--- src/rtl/cpap_defs.vh ---
`ifndef CPAP_DEFS_VH
`define CPAP_DEFS_VH

// Access kinds on the request port
`define CPAP_KIND_LOAD   2'h0
`define CPAP_KIND_STORE  2'h1
`define CPAP_KIND_IFETCH 2'h2

// Pending action codes
`define CPAP_ACT_NONE   2'h0
`define CPAP_ACT_GATHER 2'h1
`define CPAP_ACT_MEM    2'h2

// Idle cycles a gathered store may wait before draining
`define CPAP_GATHER_HOLD 4'h8

`endif

--- src/rtl/cpap_policy.v ---
// Summary of operation
// Write-through store goes to memory and updates the cache when resident.
// Write-through store never makes a cache block modified.
// Write-through hit on a modified block keeps the modified mark.
// Write-through stores may gather, never across a barrier.
// Caching-inhibited load goes to memory and never allocates a cache copy.
// Caching-inhibited load reads extra locations only when not guarded.
// Caching-inhibited fetch may read extra words but never fills a cache.
// Caching-inhibited store always reaches memory; cache update is a parameter.
// Caching-inhibited load hitting the cache may use it, by parameter.
// Non-overlapping inhibited accesses gather, never across barrier or when guarded.
// Stores to one coherent location are serialized, one access at a time.
// Accesses complete in order so no older value follows a newer one.
// Coherence is tracked per block of BLOCK_BYTES bytes.
// Coherence-not-required pages issue non-coherent accesses.
// Write-back pages may still be written through the first level.
// Store-shadow mode writes cacheable write-back stores through to the second level.
// Mixed write-back and write-through aliases stay private to one processor.
// Write-through with caching-inhibited is refused with an error.
// Guarded memory refuses speculative loads that would reach memory.
// Attributes are latched with the request and held until completion.
`include "cpap_defs.vh"

module cpap_policy #(
  parameter AW                 = 32,
  parameter DW                 = 64,
  parameter BW                 = 3,
  parameter BLOCK_BYTES        = 32,
  parameter GATHER_EN          = 1,
  parameter STORE_SHADOW       = 0,
  parameter CI_LOAD_USE_CACHE  = 0,
  parameter CI_STORE_UPD_CACHE = 0
) (
  // Clock and reset
  input  wire            clk_in,
  input  wire            reset_n_in,
  // Core request
  input  wire            req_valid_in,
  input  wire [1:0]      req_kind_in,
  input  wire [AW-1:0]   req_addr_in,
  input  wire [DW-1:0]   req_wdata_in,
  input  wire [DW/8-1:0] req_be_in,
  input  wire            req_w_in,
  input  wire            req_i_in,
  input  wire            req_m_in,
  input  wire            req_g_in,
  input  wire            req_spec_in,
  input  wire            barrier_in,
  output wire            req_ready_out,
  // Cache lookup result for the offered request
  input  wire            cache_hit_in,
  input  wire            cache_mod_in,
  input  wire [DW-1:0]   cache_rdata_in,
  // Core response
  output wire            resp_valid_out,
  output wire [DW-1:0]   resp_data_out,
  output wire            resp_err_out,
  output wire            resp_retry_out,
  // Data cache write
  output wire            cache_wr_out,
  output wire [AW-1:0]   cache_addr_out,
  output wire [DW-1:0]   cache_wdata_out,
  output wire [DW/8-1:0] cache_be_out,
  output wire            cache_set_mod_out,
  output wire            cache_keep_mod_out,
  // Next level and memory
  output wire            mem_valid_out,
  output wire            mem_we_out,
  output wire [AW-1:0]   mem_addr_out,
  output wire [DW-1:0]   mem_wdata_out,
  output wire [DW/8-1:0] mem_be_out,
  output wire            mem_wide_out,
  output wire            mem_alloc_out,
  output wire            mem_coh_out,
  output wire            mem_l2_out,
  input  wire            mem_ready_in,
  input  wire            mem_rvalid_in,
  input  wire [DW-1:0]   mem_rdata_in
);

  localparam S_IDLE  = 2'h0;
  localparam S_FLUSH = 2'h1;
  localparam S_MEM   = 2'h2;
  localparam S_RD    = 2'h3;
  localparam [3:0] HOLD = `CPAP_GATHER_HOLD;
  localparam NB = DW / 8;
  localparam BLK_LG = $clog2(BLOCK_BYTES);

  reg  [1:0]    state_r;
  reg           ready_r;
  reg           resp_v_r;
  reg  [DW-1:0] resp_d_r;
  reg           resp_e_r;
  reg           resp_t_r;
  reg           c_wr_r;
  reg  [AW-1:0] c_addr_r;
  reg  [DW-1:0] c_data_r;
  reg  [NB-1:0] c_be_r;
  reg           c_set_r;
  reg           c_keep_r;
  reg           m_v_r;
  reg           m_we_r;
  reg  [AW-1:0] m_addr_r;
  reg  [DW-1:0] m_data_r;
  reg  [NB-1:0] m_be_r;
  reg           m_wide_r;
  reg           m_alloc_r;
  reg           m_coh_r;
  reg           m_l2_r;
  // Latched request
  reg  [1:0]    cur_act_r;
  reg  [1:0]    cur_kind_r;
  reg  [AW-1:0] cur_addr_r;
  reg  [DW-1:0] cur_data_r;
  reg  [NB-1:0] cur_be_r;
  reg           cur_w_r;
  reg           cur_i_r;
  reg           cur_m_r;
  reg           cur_g_r;
  reg           cur_l2_r;
  // Gather buffer
  reg           gat_v_r;
  reg  [AW-1:0] gat_addr_r;
  reg  [DW-1:0] gat_data_r;
  reg  [NB-1:0] gat_be_r;
  reg           gat_w_r;
  reg           gat_i_r;
  reg           gat_m_r;
  reg  [3:0]    gat_hold_r;
  reg           bar_pend_r;

  wire          accept = req_valid_in & ready_r & (state_r == S_IDLE);
  wire          is_ld  = req_kind_in == `CPAP_KIND_LOAD;
  wire          is_st  = req_kind_in == `CPAP_KIND_STORE;
  wire          is_if  = req_kind_in == `CPAP_KIND_IFETCH;
  wire          illegal = req_w_in & req_i_in;
  wire          hit_ok = ~is_st & cache_hit_in & (~req_i_in | (is_ld & (CI_LOAD_USE_CACHE != 0)));
  wire          spec_blk = req_spec_in & req_g_in & ~hit_ok & ~is_if;
  wire          gatherable = is_st & (GATHER_EN != 0) & (req_w_in | (req_i_in & ~req_g_in));
  wire          same_dw = gat_addr_r[AW-1:BW] == req_addr_in[AW-1:BW];
  wire          same_att = (gat_w_r == req_w_in) & (gat_i_r == req_i_in) & (gat_m_r == req_m_in);
  // Gathered bytes never span two coherence blocks
  wire          same_blk = gat_addr_r[AW-1:BLK_LG] == req_addr_in[AW-1:BLK_LG];
  wire          no_ovl = ~req_i_in | ((gat_be_r & req_be_in) == {NB{1'b0}});
  wire          bar_any = bar_pend_r | barrier_in;
  wire          merge_ok = gat_v_r & gatherable & same_dw & same_blk & same_att & no_ovl & ~bar_any;
  wire          wb_hit = is_st & ~req_w_in & ~req_i_in & cache_hit_in & (STORE_SHADOW == 0);
  wire          c_upd = is_st & cache_hit_in & ~illegal & ~spec_blk
                        & (~req_i_in | (CI_STORE_UPD_CACHE != 0));
  wire          to_mem = ~illegal & ~spec_blk & ~hit_ok & ~merge_ok & ~gatherable & ~wb_hit;
  wire [DW-1:0] mrg_data;
  wire          flush_go = gat_v_r & ~req_valid_in & (bar_any | gat_hold_r == 4'h0);

  // Byte merge into the gather buffer
  genvar gi;
  generate
    for (gi = 0; gi < NB; gi = gi + 1) begin : g_mrg
      assign mrg_data[gi*8+7:gi*8] = req_be_in[gi] ? req_wdata_in[gi*8+7:gi*8] : gat_data_r[gi*8+7:gi*8];
    end
  endgenerate

  // ---------------------------------------------------------------------------
  // Policy engine
  // ---------------------------------------------------------------------------
  always @(posedge clk_in) begin
    if (!reset_n_in) begin
      state_r    <= S_IDLE;
      ready_r    <= 1'b0;
      resp_v_r   <= 1'b0;
      resp_d_r   <= {DW{1'b0}};
      resp_e_r   <= 1'b0;
      resp_t_r   <= 1'b0;
      c_wr_r     <= 1'b0;
      c_addr_r   <= {AW{1'b0}};
      c_data_r   <= {DW{1'b0}};
      c_be_r     <= {NB{1'b0}};
      c_set_r    <= 1'b0;
      c_keep_r   <= 1'b0;
      m_v_r      <= 1'b0;
      m_we_r     <= 1'b0;
      m_addr_r   <= {AW{1'b0}};
      m_data_r   <= {DW{1'b0}};
      m_be_r     <= {NB{1'b0}};
      m_wide_r   <= 1'b0;
      m_alloc_r  <= 1'b0;
      m_coh_r    <= 1'b0;
      m_l2_r     <= 1'b0;
      cur_act_r  <= `CPAP_ACT_NONE;
      cur_kind_r <= `CPAP_KIND_LOAD;
      cur_addr_r <= {AW{1'b0}};
      cur_data_r <= {DW{1'b0}};
      cur_be_r   <= {NB{1'b0}};
      cur_w_r    <= 1'b0;
      cur_i_r    <= 1'b0;
      cur_m_r    <= 1'b0;
      cur_g_r    <= 1'b0;
      cur_l2_r   <= 1'b0;
      gat_v_r    <= 1'b0;
      gat_addr_r <= {AW{1'b0}};
      gat_data_r <= {DW{1'b0}};
      gat_be_r   <= {NB{1'b0}};
      gat_w_r    <= 1'b0;
      gat_i_r    <= 1'b0;
      gat_m_r    <= 1'b0;
      gat_hold_r <= HOLD;
      bar_pend_r <= 1'b0;
    end else begin
      resp_v_r <= 1'b0;
      resp_e_r <= 1'b0;
      resp_t_r <= 1'b0;
      c_wr_r   <= 1'b0;
      // Barrier seen while busy stays pending; set wins over clear
      if (barrier_in)
        bar_pend_r <= 1'b1;
      else if (state_r == S_IDLE && !gat_v_r)
        bar_pend_r <= 1'b0;
      if (gat_v_r && state_r == S_IDLE && gat_hold_r != 4'h0)
        gat_hold_r <= gat_hold_r - 4'h1;
      case (state_r)
        S_IDLE: begin
          ready_r <= 1'b1;
          if (accept) begin
            // Attributes held with the request until completion
            cur_kind_r <= req_kind_in;
            cur_addr_r <= req_addr_in;
            cur_data_r <= req_wdata_in;
            cur_be_r   <= req_be_in;
            cur_w_r    <= req_w_in;
            cur_i_r    <= req_i_in;
            cur_m_r    <= req_m_in;
            cur_g_r    <= req_g_in;
            cur_l2_r   <= is_st & ~req_w_in & ~req_i_in & (STORE_SHADOW != 0);
            c_wr_r     <= c_upd;
            c_addr_r   <= req_addr_in;
            c_data_r   <= req_wdata_in;
            c_be_r     <= req_be_in;
            c_set_r    <= wb_hit;
            c_keep_r   <= cache_mod_in & req_w_in;
            if (illegal) begin
              resp_v_r <= 1'b1;
              resp_e_r <= 1'b1;
            end else if (spec_blk) begin
              resp_v_r <= 1'b1;
              resp_t_r <= 1'b1;
            end else if (hit_ok) begin
              resp_v_r <= 1'b1;
              resp_d_r <= cache_rdata_in;
            end else if (merge_ok) begin
              gat_data_r <= mrg_data;
              gat_be_r   <= gat_be_r | req_be_in;
              gat_hold_r <= HOLD;
              resp_v_r   <= 1'b1;
            end else if (wb_hit) begin
              resp_v_r <= 1'b1;
            end else if (gatherable && !gat_v_r) begin
              gat_v_r    <= 1'b1;
              gat_addr_r <= req_addr_in;
              gat_data_r <= req_wdata_in;
              gat_be_r   <= req_be_in;
              gat_w_r    <= req_w_in;
              gat_i_r    <= req_i_in;
              gat_m_r    <= req_m_in;
              gat_hold_r <= HOLD;
              resp_v_r   <= 1'b1;
            end else begin
              // Drain older gathered stores first to keep order
              cur_act_r <= to_mem ? `CPAP_ACT_MEM : `CPAP_ACT_GATHER;
              ready_r   <= 1'b0;
              m_v_r     <= 1'b1;
              if (gat_v_r) begin
                state_r   <= S_FLUSH;
                m_we_r    <= 1'b1;
                m_addr_r  <= gat_addr_r;
                m_data_r  <= gat_data_r;
                m_be_r    <= gat_be_r;
                m_wide_r  <= 1'b0;
                m_alloc_r <= 1'b0;
                m_coh_r   <= gat_m_r;
                m_l2_r    <= 1'b0;
              end else begin
                state_r   <= S_MEM;
                m_we_r    <= is_st;
                m_addr_r  <= req_addr_in;
                m_data_r  <= req_wdata_in;
                m_be_r    <= req_be_in;
                m_wide_r  <= ~is_st & (~req_i_in | ~req_g_in | is_if);
                m_alloc_r <= ~req_i_in & ~req_w_in;
                m_coh_r   <= req_m_in;
                m_l2_r    <= is_st & ~req_w_in & ~req_i_in & (STORE_SHADOW != 0);
              end
            end
          end else if (flush_go) begin
            cur_act_r <= `CPAP_ACT_NONE;
            state_r   <= S_FLUSH;
            ready_r   <= 1'b0;
            m_v_r     <= 1'b1;
            m_we_r    <= 1'b1;
            m_addr_r  <= gat_addr_r;
            m_data_r  <= gat_data_r;
            m_be_r    <= gat_be_r;
            m_wide_r  <= 1'b0;
            m_alloc_r <= 1'b0;
            m_coh_r   <= gat_m_r;
            m_l2_r    <= 1'b0;
          end
        end
        S_FLUSH: begin
          if (mem_ready_in) begin
            gat_v_r <= 1'b0;
            m_v_r   <= 1'b0;
            if (!barrier_in)
              bar_pend_r <= 1'b0;
            if (cur_act_r == `CPAP_ACT_GATHER) begin
              gat_v_r    <= 1'b1;
              gat_addr_r <= cur_addr_r;
              gat_data_r <= cur_data_r;
              gat_be_r   <= cur_be_r;
              gat_w_r    <= cur_w_r;
              gat_i_r    <= cur_i_r;
              gat_m_r    <= cur_m_r;
              gat_hold_r <= HOLD;
              resp_v_r   <= 1'b1;
              state_r    <= S_IDLE;
              ready_r    <= 1'b1;
            end else if (cur_act_r == `CPAP_ACT_MEM) begin
              state_r   <= S_MEM;
              m_v_r     <= 1'b1;
              m_we_r    <= cur_kind_r == `CPAP_KIND_STORE;
              m_addr_r  <= cur_addr_r;
              m_data_r  <= cur_data_r;
              m_be_r    <= cur_be_r;
              m_wide_r  <= cur_kind_r != `CPAP_KIND_STORE
                           & (~cur_i_r | ~cur_g_r | cur_kind_r == `CPAP_KIND_IFETCH);
              m_alloc_r <= ~cur_i_r & ~cur_w_r;
              m_coh_r   <= cur_m_r;
              m_l2_r    <= cur_l2_r;
            end else begin
              state_r <= S_IDLE;
              ready_r <= 1'b1;
            end
          end
        end
        S_MEM: begin
          // One access outstanding serializes coherent stores
          if (mem_ready_in) begin
            m_v_r <= 1'b0;
            if (m_we_r) begin
              resp_v_r <= 1'b1;
              state_r  <= S_IDLE;
              ready_r  <= 1'b1;
            end else begin
              state_r <= S_RD;
            end
          end
        end
        default: begin
          if (mem_rvalid_in) begin
            resp_v_r <= 1'b1;
            resp_d_r <= mem_rdata_in;
            state_r  <= S_IDLE;
            ready_r  <= 1'b1;
          end
        end
      endcase
    end
  end

  assign req_ready_out      = ready_r;
  assign resp_valid_out     = resp_v_r;
  assign resp_data_out      = resp_d_r;
  assign resp_err_out       = resp_e_r;
  assign resp_retry_out     = resp_t_r;
  assign cache_wr_out       = c_wr_r;
  assign cache_addr_out     = c_addr_r;
  assign cache_wdata_out    = c_data_r;
  assign cache_be_out       = c_be_r;
  assign cache_set_mod_out  = c_set_r;
  assign cache_keep_mod_out = c_keep_r;
  assign mem_valid_out      = m_v_r;
  assign mem_we_out         = m_we_r;
  assign mem_addr_out       = m_addr_r;
  assign mem_wdata_out      = m_data_r;
  assign mem_be_out         = m_be_r;
  assign mem_wide_out       = m_wide_r;
  assign mem_alloc_out      = m_alloc_r;
  assign mem_coh_out        = m_coh_r;
  assign mem_l2_out         = m_l2_r;

endmodule // cpap_policy

--- config.mk ---
export PLATFORM = sky130hd
export DESIGN_NAME = cpap_policy
export DESIGN_NICKNAME = d
export VERILOG_FILES = /design/src/rtl/cpap_policy.v
export VERILOG_INCLUDE_DIRS = /design/src /design/src/rtl
export SDC_FILE = /design/constraint.sdc
export NUM_CORES = 1
export LEC_CHECK = 0
export BUFFER_PORTS_ARGS = -buffer_cell sky130_fd_sc_hd__buf_2
export CAP_MARGIN = 20
export CORE_ASPECT_RATIO = 0.7
export CORE_MARGIN = 2
export CORE_UTILIZATION = 40
export DETAILED_ROUTE_END_ITERATION = 10
export GPL_TIMING_DRIVEN = 0
export PLACE_DENSITY = 0.69
export SYNTH_ARGS = -nofsm -noshare
export SYNTH_HDL_FRONTEND = slang
export SYNTH_SLANG_ARGS = --single-unit
--- constraint.sdc ---
create_clock -name clk_in -period 3.4 [get_ports clk_in]
set_input_delay 0.34 -clock clk_in [delete_from_list [all_inputs] [get_ports clk_in]]
set_output_delay 0.34 -clock clk_in [all_outputs]
set_load 0.005 [all_outputs]
==> out/qor.yml, run 1 <==
global_route:
  grt_max_degree: 19
  use_met1: 0.412
  gr-usage-met2: 0.459
  met3_usage: 0.0828
  busiest_layer: "met2"
  grt_pass1_wl_um: 118000
  first_global_vias: 18900
  grt_antenna_before_repair: 13
  overflow: 0
  grt_use_total: 0.300
synth:
  async_flop_share: 0
  synth.avg_cell_area_um2: 7.90
  synth_common_cells: "nand2_1 (728), dfxtp_1 (407), mux2i_1 (280)"
  synth_fp_nets: 2745
  synth-seq-cells: 407
  yosysUniqueCellTypes: 68
  synth_top_cell_area_share: 0.414
  synthTopCellsByArea: "dfxtp_1 (41%), mux2i_1 (14%), nand2_1 (14%)"
  synth-main-ff-cell: "dfxtp_1"
  syn-cell-area_mm2: 0.0197
  yosysTopAreaCell: "dfxtp_1"
  yosysMostFrequentCell: "nand2_1"
  synth-seq-area-share: 0.414
  netlist_instances: 2493
  synth_edf_count: 0
  yosys_warnings: 0
sta:
  hold_slack_ns: 0.0214
  relSlewSlack: 0.273
  period_minus_slack_ns: 3.24
  clock_skew_ns: 0.0241
  rsz0062_at_grt: "false"
  layout_setup_ws_ns: 0.160
  report.final.hold_viol_count: 0
  tns_ns: 0
  min_period_over_period: 0.953
  setup_viol: 0
  drv_slew: 0
  fmax_mhz: 309
  worstMarginPinSlew_ns: 1.09
place:
  place_ws_ns: -0.252
  globalplace.congestion: 0.922
  dpl.hpwl_um: 61000
  io_buffers: 528
cts:
  cts_max_level: 2
  cts_setup_buffers: 0
  insertion_delay_ns: 0.57
  tritoncts: "done"
  cts_buffer_depth: 3
  clk_pin_slew_ns: 0.06
  cts.sinks: 407
  cts_hold_buf: 0
  root_buffer: "clkbuf_16"
  cts_buffers: 43
die:
  coreArea_mm2: 0.0482
  fp-row-count: 67
  die_area_mm2: 0.0510
  die_y_um: 190
  fp.dieW_um: 269
  initial_core_util: 0.409
  ios: 532
power:
  p_per_area_mw_per_mm2: 772
  switching_share: 0.400
  seqPwrFrac: 0.349
  clkPwrFrac: 0.249
  totalPowerFinal_mw: 19.0
  p_int_mw: 11.4
  ir_drop_uv: 352
  p_sw_mw: 7.59
  p_leak_nw: 11.6
  comb_power_share: 0.402
final_layout:
  drive_gt1_frac: 0.214
  nets: 3317
  final_util: 0.509
  area_delta_synth_final_pct: 24.7
route:
  drc_errors: 0
  drt_pass1_iterations: 6
  wl_per_cell_um: 21.3
  avgViaCountPerCell: 5.43
  dr_total_vias: 20400
  wl_um: 80100
  drtIter0Drc: 2058
  ant_nets: 0
flow_run:
  drv_cap: 0
setup_path:
  start_kind: "flop"
  crit_type: "reg -> reg"
  crit_path_end_kind: "flop"
  critPathMaxFanout: 10
  cp.arrival_ns: 3.66
  critical_path_required_ns: 3.82
run_status:
  status: "finished, final reports clean"
hold_path:
  hold_class: "in -> reg"
==> power groups by stage <==
stage | combinational (mW) | sequential, mW | clock (mW)
3_5_place_dp | 7.53 | 6.68 | 0
4_1_cts | 7.55 | 6.60 | 4.74
3_3_place_gp | 7.47 | 6.68 | 0
6_report | 7.62 | 6.62 | 4.72
2_1_floorplan | 4.75 | 6.60 | 0
5_1_grt | 8.23 | 6.73 | 4.96
==> critical path: stages (launching register included) <==
cell and delay (ns):
dfxtp_1 0.35, inv_1 0.10, ha_1 0.23, buf_1 0.60
buf_1 0.84, buf_2 0.49, mux2i_1 0.37, a211oi_1 0.12
==> cells by family after synthesis <==
group	after synthesis	share of synthesized area
AND/OR/NAND/NOR	961	0.199
adder cells (fa/ha/maj)	5	0.00318
flip-flops	407	0.414
other	1	0.000190
XOR/XNOR	34	0.0155
multiplexers	280	0.142
buffers and inverters	280	0.0600
AO/OA/AOI/OAI	525	0.166
==> stage by stage <==
step,area [um2],cells
CTS,24500,3750
detailed placement,23200,3677
floorplan,19700,2493
global placement,23200,3676
global route,24500,3752
finish,24600,3760
==> cell type report <==
type | count | area [um2]
inverters | 78 | 293
flip-flops and latches | 407 | 8150
multi-input cells | 1806 | 10400
fillers | 4708 | 23600
well taps | 655 | 820
clock buffers | 62 | 1240
plain buffers | 200 | 886
diodes | 10 | 25.0
repair buffers | 529 | 2660
clock inverters | 13 | 124
==> metal layers <==
metal,share of wire,vias to the layer above
met1,0.43,9557
li1,-,9631
met4,0.029,4
met2,0.43,1071
met3,0.11,142
met5,0.00034,-
==> placed cells by master, fill, tap and decap left out, types with 71 or more instances in the layout <==
cell type / Yosys / routed
a21oi_1: 188 / 188
buf_2: 19 / 547
clkbuf_1: 155 / 160
dfxtp_1: 407 / 407
inv_1: 75 / 75
mux2i_1: 280 / 280
nand2_1: 728 / 728
nor2_1: 106 / 106
nor3_1: 71 / 71
o21ai_0: 180 / 180
==> state kept, by name, indices dropped and copies added (netlist names), 32 cells and up <==
name           cells
cur_addr_r        32
cur_data_r        64
gat_addr_r        32
gat_data_r        64
mem_addr_out      32
mem_wdata_out     64
resp_data_out     64
==> what timing repair did <==
action / 4_1_cts / 5_1_grt
hold endpoints to repair: 0 / 0
endpoints found under the setup margin: 116 / 9
gates resized for setup: 3 / 5
==> path summary, 6_finish.rpt <==
| path | startpoint | endpoint | slack (ns) | depth (start not counted) |
|---|---|---|---|---|
| max | state_r[1]$_SDFFE_PN0P_ | resp_data_out[34]$_SDFFE_PN0P_ | 0.16 | 7 |
| min | req_wdata_in[11] | cur_data_r[11]$_SDFFE_PN0P_ | 0.02 | 3 |
| max reg2reg | state_r[1]$_SDFFE_PN0P_ | resp_data_out[34]$_SDFFE_PN0P_ | 0.16 | 7 |
| min reg2reg | cur_kind_r[1]$_SDFFE_PN0P_ | cur_kind_r[1]$_SDFFE_PN0P_ | 0.46 | 2 |
Power figures use the tool's default switching activity.
==> run 2: changes to the inputs <==
--- a/config.mk
+++ b/config.mk
@@ -13,6 +13,7 @@
 export CORE_UTILIZATION = 40
 export DETAILED_ROUTE_END_ITERATION = 10
 export GPL_TIMING_DRIVEN = 0
+export HOLD_SLACK_MARGIN = 0.08
 export PLACE_DENSITY = 0.69
 export SYNTH_ARGS = -nofsm -noshare
 export SYNTH_HDL_FRONTEND = slang
==> run 2 against run 1 <==
Sequential share of layout area is 1.3 points lower; routed wire length is 1.2% higher; first-iteration DRC count fell by 0.68%; highest routed layer unchanged; final cell count is 2.7% higher.
==> out/qor.yml, run 2 (synthesis gave the netlist of run 1 again) <==
power:
  ir_drop_uv: 357  # +1.3%
  p_per_area_mw_per_mm2: 745  # -3.6%
  p_int_mw: 11.5  # +0.69%
  switching_share: 0.399  # -0.000912
  p_leak_nw: 12.0  # +3.8%
  comb_power_share: 0.405  # +0.003
  totalPowerFinal_mw: 19.1  # +0.54%
  seqPwrFrac: 0.348  # about the same
  p_sw_mw: 7.62  # +0.31%
  clkPwrFrac: 0.247  # -0.002
global_route:
  first_global_vias: 19500  # +3.2%
  grt_max_degree: 19  # unchanged
  grt_pass1_wl_um: 120000  # +1.8%
  grt_antenna_before_repair: 6  # -7
  grt_use_total: 0.304  # +0.00406
  overflow: 0  # unchanged
flow_run:
  drv_cap: 0  # unchanged
die:
  die_y_um: 190  # unchanged
  initial_core_util: 0.409  # unchanged
  coreArea_mm2: 0.0482  # unchanged
  die_area_mm2: 0.0510  # unchanged
  fp-row-count: 67  # unchanged
  fp.dieW_um: 269  # unchanged
  ios: 532  # unchanged
sta:
  report.final.hold_viol_count: 0  # unchanged
  worstMarginPinSlew_ns: 1.04  # -0.0543 ns
  tns_ns: 0  # unchanged
  rsz0062_at_grt: "false"
  setup_viol: 0  # unchanged
  fmax_mhz: 309  # +0.19%
  drv_slew: 0  # unchanged
  min_period_over_period: 0.951  # -0.00179
  clock_skew_ns: 0.0258  # +0.00167 ns
  period_minus_slack_ns: 3.23  # -0.00610 ns
  relSlewSlack: 0.309  # +0.0362
place:
  dpl.hpwl_um: 61000  # unchanged
  io_buffers: 528  # unchanged
  dp.cells: 3677  # unchanged
  globalplace.congestion: 0.922  # unchanged
final_layout:
  final_common_cell: "nand2_1"
  regArea_mm2: 0.00815  # unchanged
  drive_gt1_frac: 0.207  # -0.00703
  multi_input_area_mm2: 0.0104  # unchanged
  layout_common_cells: "nand2_1 (728), buf_2 (547), dfxtp_1 (407), mux2i_1 (280), a21oi_1 (188)"
  area_delta_synth_final_pct: 30.0
  fillers: 4584  # -2.6%
  final_util: 0.531  # +0.0216
  nets: 3422  # +3.2%
  final_cells: 3861  # +2.7%
setup_path:
  critical_path_required_ns: 3.82  # about the same
  crit_path_end_kind: "flop"
  r2r_end: "resp_data_out[34]$_SDFFE_PN0P_"
  cp_common_cell: "buf_1"
  cp.arrival_ns: 3.65  # about the same
  rr_startpoint: "state_r[1]$_SDFFE_PN0P_"
  cp_top_family: "buffers and inverters"
  cp.depth: 7  # unchanged
  path_cells: "inv_1 > ha_1 > buf_1 > buf_1 > buf_2 > mux2i_1 > a211oi_1"
  cp_slowest_cell: "buf_1"
  crit_type: "reg -> reg"
  cp_num_buf_inv: 4  # unchanged
  r2r_setup_slack_ns: 0.17  # about the same
  critPathMaxFanout: 10  # unchanged
  reg2reg_depth: 7  # unchanged
  start_kind: "flop"
  cpPeakStageDelay_ns: 0.84  # about the same
route:
  wl_per_cell_um: 21.0  # -1.5%
  dr_total_vias: 20800  # +1.9%
  wl_um: 81000  # +1.2%
  ant_nets: 0  # unchanged
  drtIter0Drc: 2044  # -0.68%
  drc_errors: 0  # unchanged
  drt_pass1_iterations: 5  # -1
  avgViaCountPerCell: 5.38  # -0.81%
cts:
  cts_buffers: 43  # unchanged
  tritoncts: "done"
  root_buffer: "clkbuf_16"
  clk_pin_slew_ns: 0.07  # about the same
  insertion_delay_ns: 0.57  # about the same
  cts.sinks: 407  # unchanged
  cts_max_level: 2  # unchanged
  cts_buffer_depth: 3  # unchanged
run_status:
  status: "finished, final reports clean"
hold_path:
  min_to: "cur_addr_r[28]$_SDFFE_PN0P_"
  worstHoldStart: "req_addr_in[28]"
  hold_depth: 3  # unchanged
  hold_class: "in -> reg"
-- run 2: power by group through the flow --
stage	Clock (mW)	Combinational (mW)	Sequential, mW
after floorplan	0	4.75	6.60
after global placement	0	7.47	6.68
after detailed placement	0	7.53	6.68
after CTS	4.74	7.65	6.60
after global routing	4.96	8.34	6.73
final	4.71	7.73	6.63
-- run 2: repair_timing --
action                     in CTS  in global routing
resized for setup               3                  5
setup endpoints to repair     116                 10
hold endpoints to repair      128                  0
setup buffers                   0                  0
hold buffers                  105                  0
-- run 2: how the worst max path moves through the flow --
stage / from / end / slack [ns]
floorplan: state_r[1]$_SDFFE_PN0P_ / gat_be_r[0]$_SDFFE_PN0P_ / 1.15
global placement: state_r[1]$_SDFFE_PN0P_ / gat_data_r[47]$_SDFFE_PN0P_ / -0.23
detailed placement: gat_v_r$_SDFFE_PN0P_ / mem_wdata_out[58]$_SDFFE_PN0P_ / -0.25
CTS: state_r[1]$_SDFFE_PN0P_ / cur_addr_r[0]$_SDFFE_PN0P_ / 0.04
global route: state_r[1]$_SDFFE_PN0P_ / resp_data_out[34]$_SDFFE_PN0P_ / 0.02
finish: state_r[1]$_SDFFE_PN0P_ / resp_data_out[34]$_SDFFE_PN0P_ / 0.17
-- run 2: final cells by class --
cell class | instances | area share
Clock buffer | 62 | 0.0484
Buffer | 200 | 0.0346
Timing Repair Buffer | 634 | 0.145
Sequential cell | 407 | 0.318
Multi-Input combinational cell | 1806 | 0.405
Tap cell | 655 | 0.0320
Inverter | 78 | 0.0114
Antenna cell | 6 | 0.000587
Clock inverter | 13 | 0.00484
-- run 2: worst register-to-register path, stage by stage, from the launching register on --
cell and delay [ns]:
dfxtp_1 0.35, inv_1 0.10, ha_1 0.22, buf_1 0.61
buf_1 0.84, buf_2 0.49, mux2i_1 0.38, a211oi_1 0.12
-- run 2: through the flow --
stage	instance area (um2)	hold WS, ns	setup WS [ns]
3_5_place_dp	23200	0.446	-0.252
3_3_place_gp	23200	0.444	-0.229
6_report	25600	0.0971	0.167
5_1_grt	25600	0.0971	0.0197
2_1_floorplan	19700	0.436	1.15
4_1_cts	25600	0.0809	0.0405
-- run 2: routing by layer --
metal	vias to the layer above	routed length [um]	global-route usage
met1	9689	34900	0.418
li1	9834	-	-
met2	1095	34900	0.470
met5	-	13	0
met3	163	8710	0.0771
met4	2	2530	0.0892
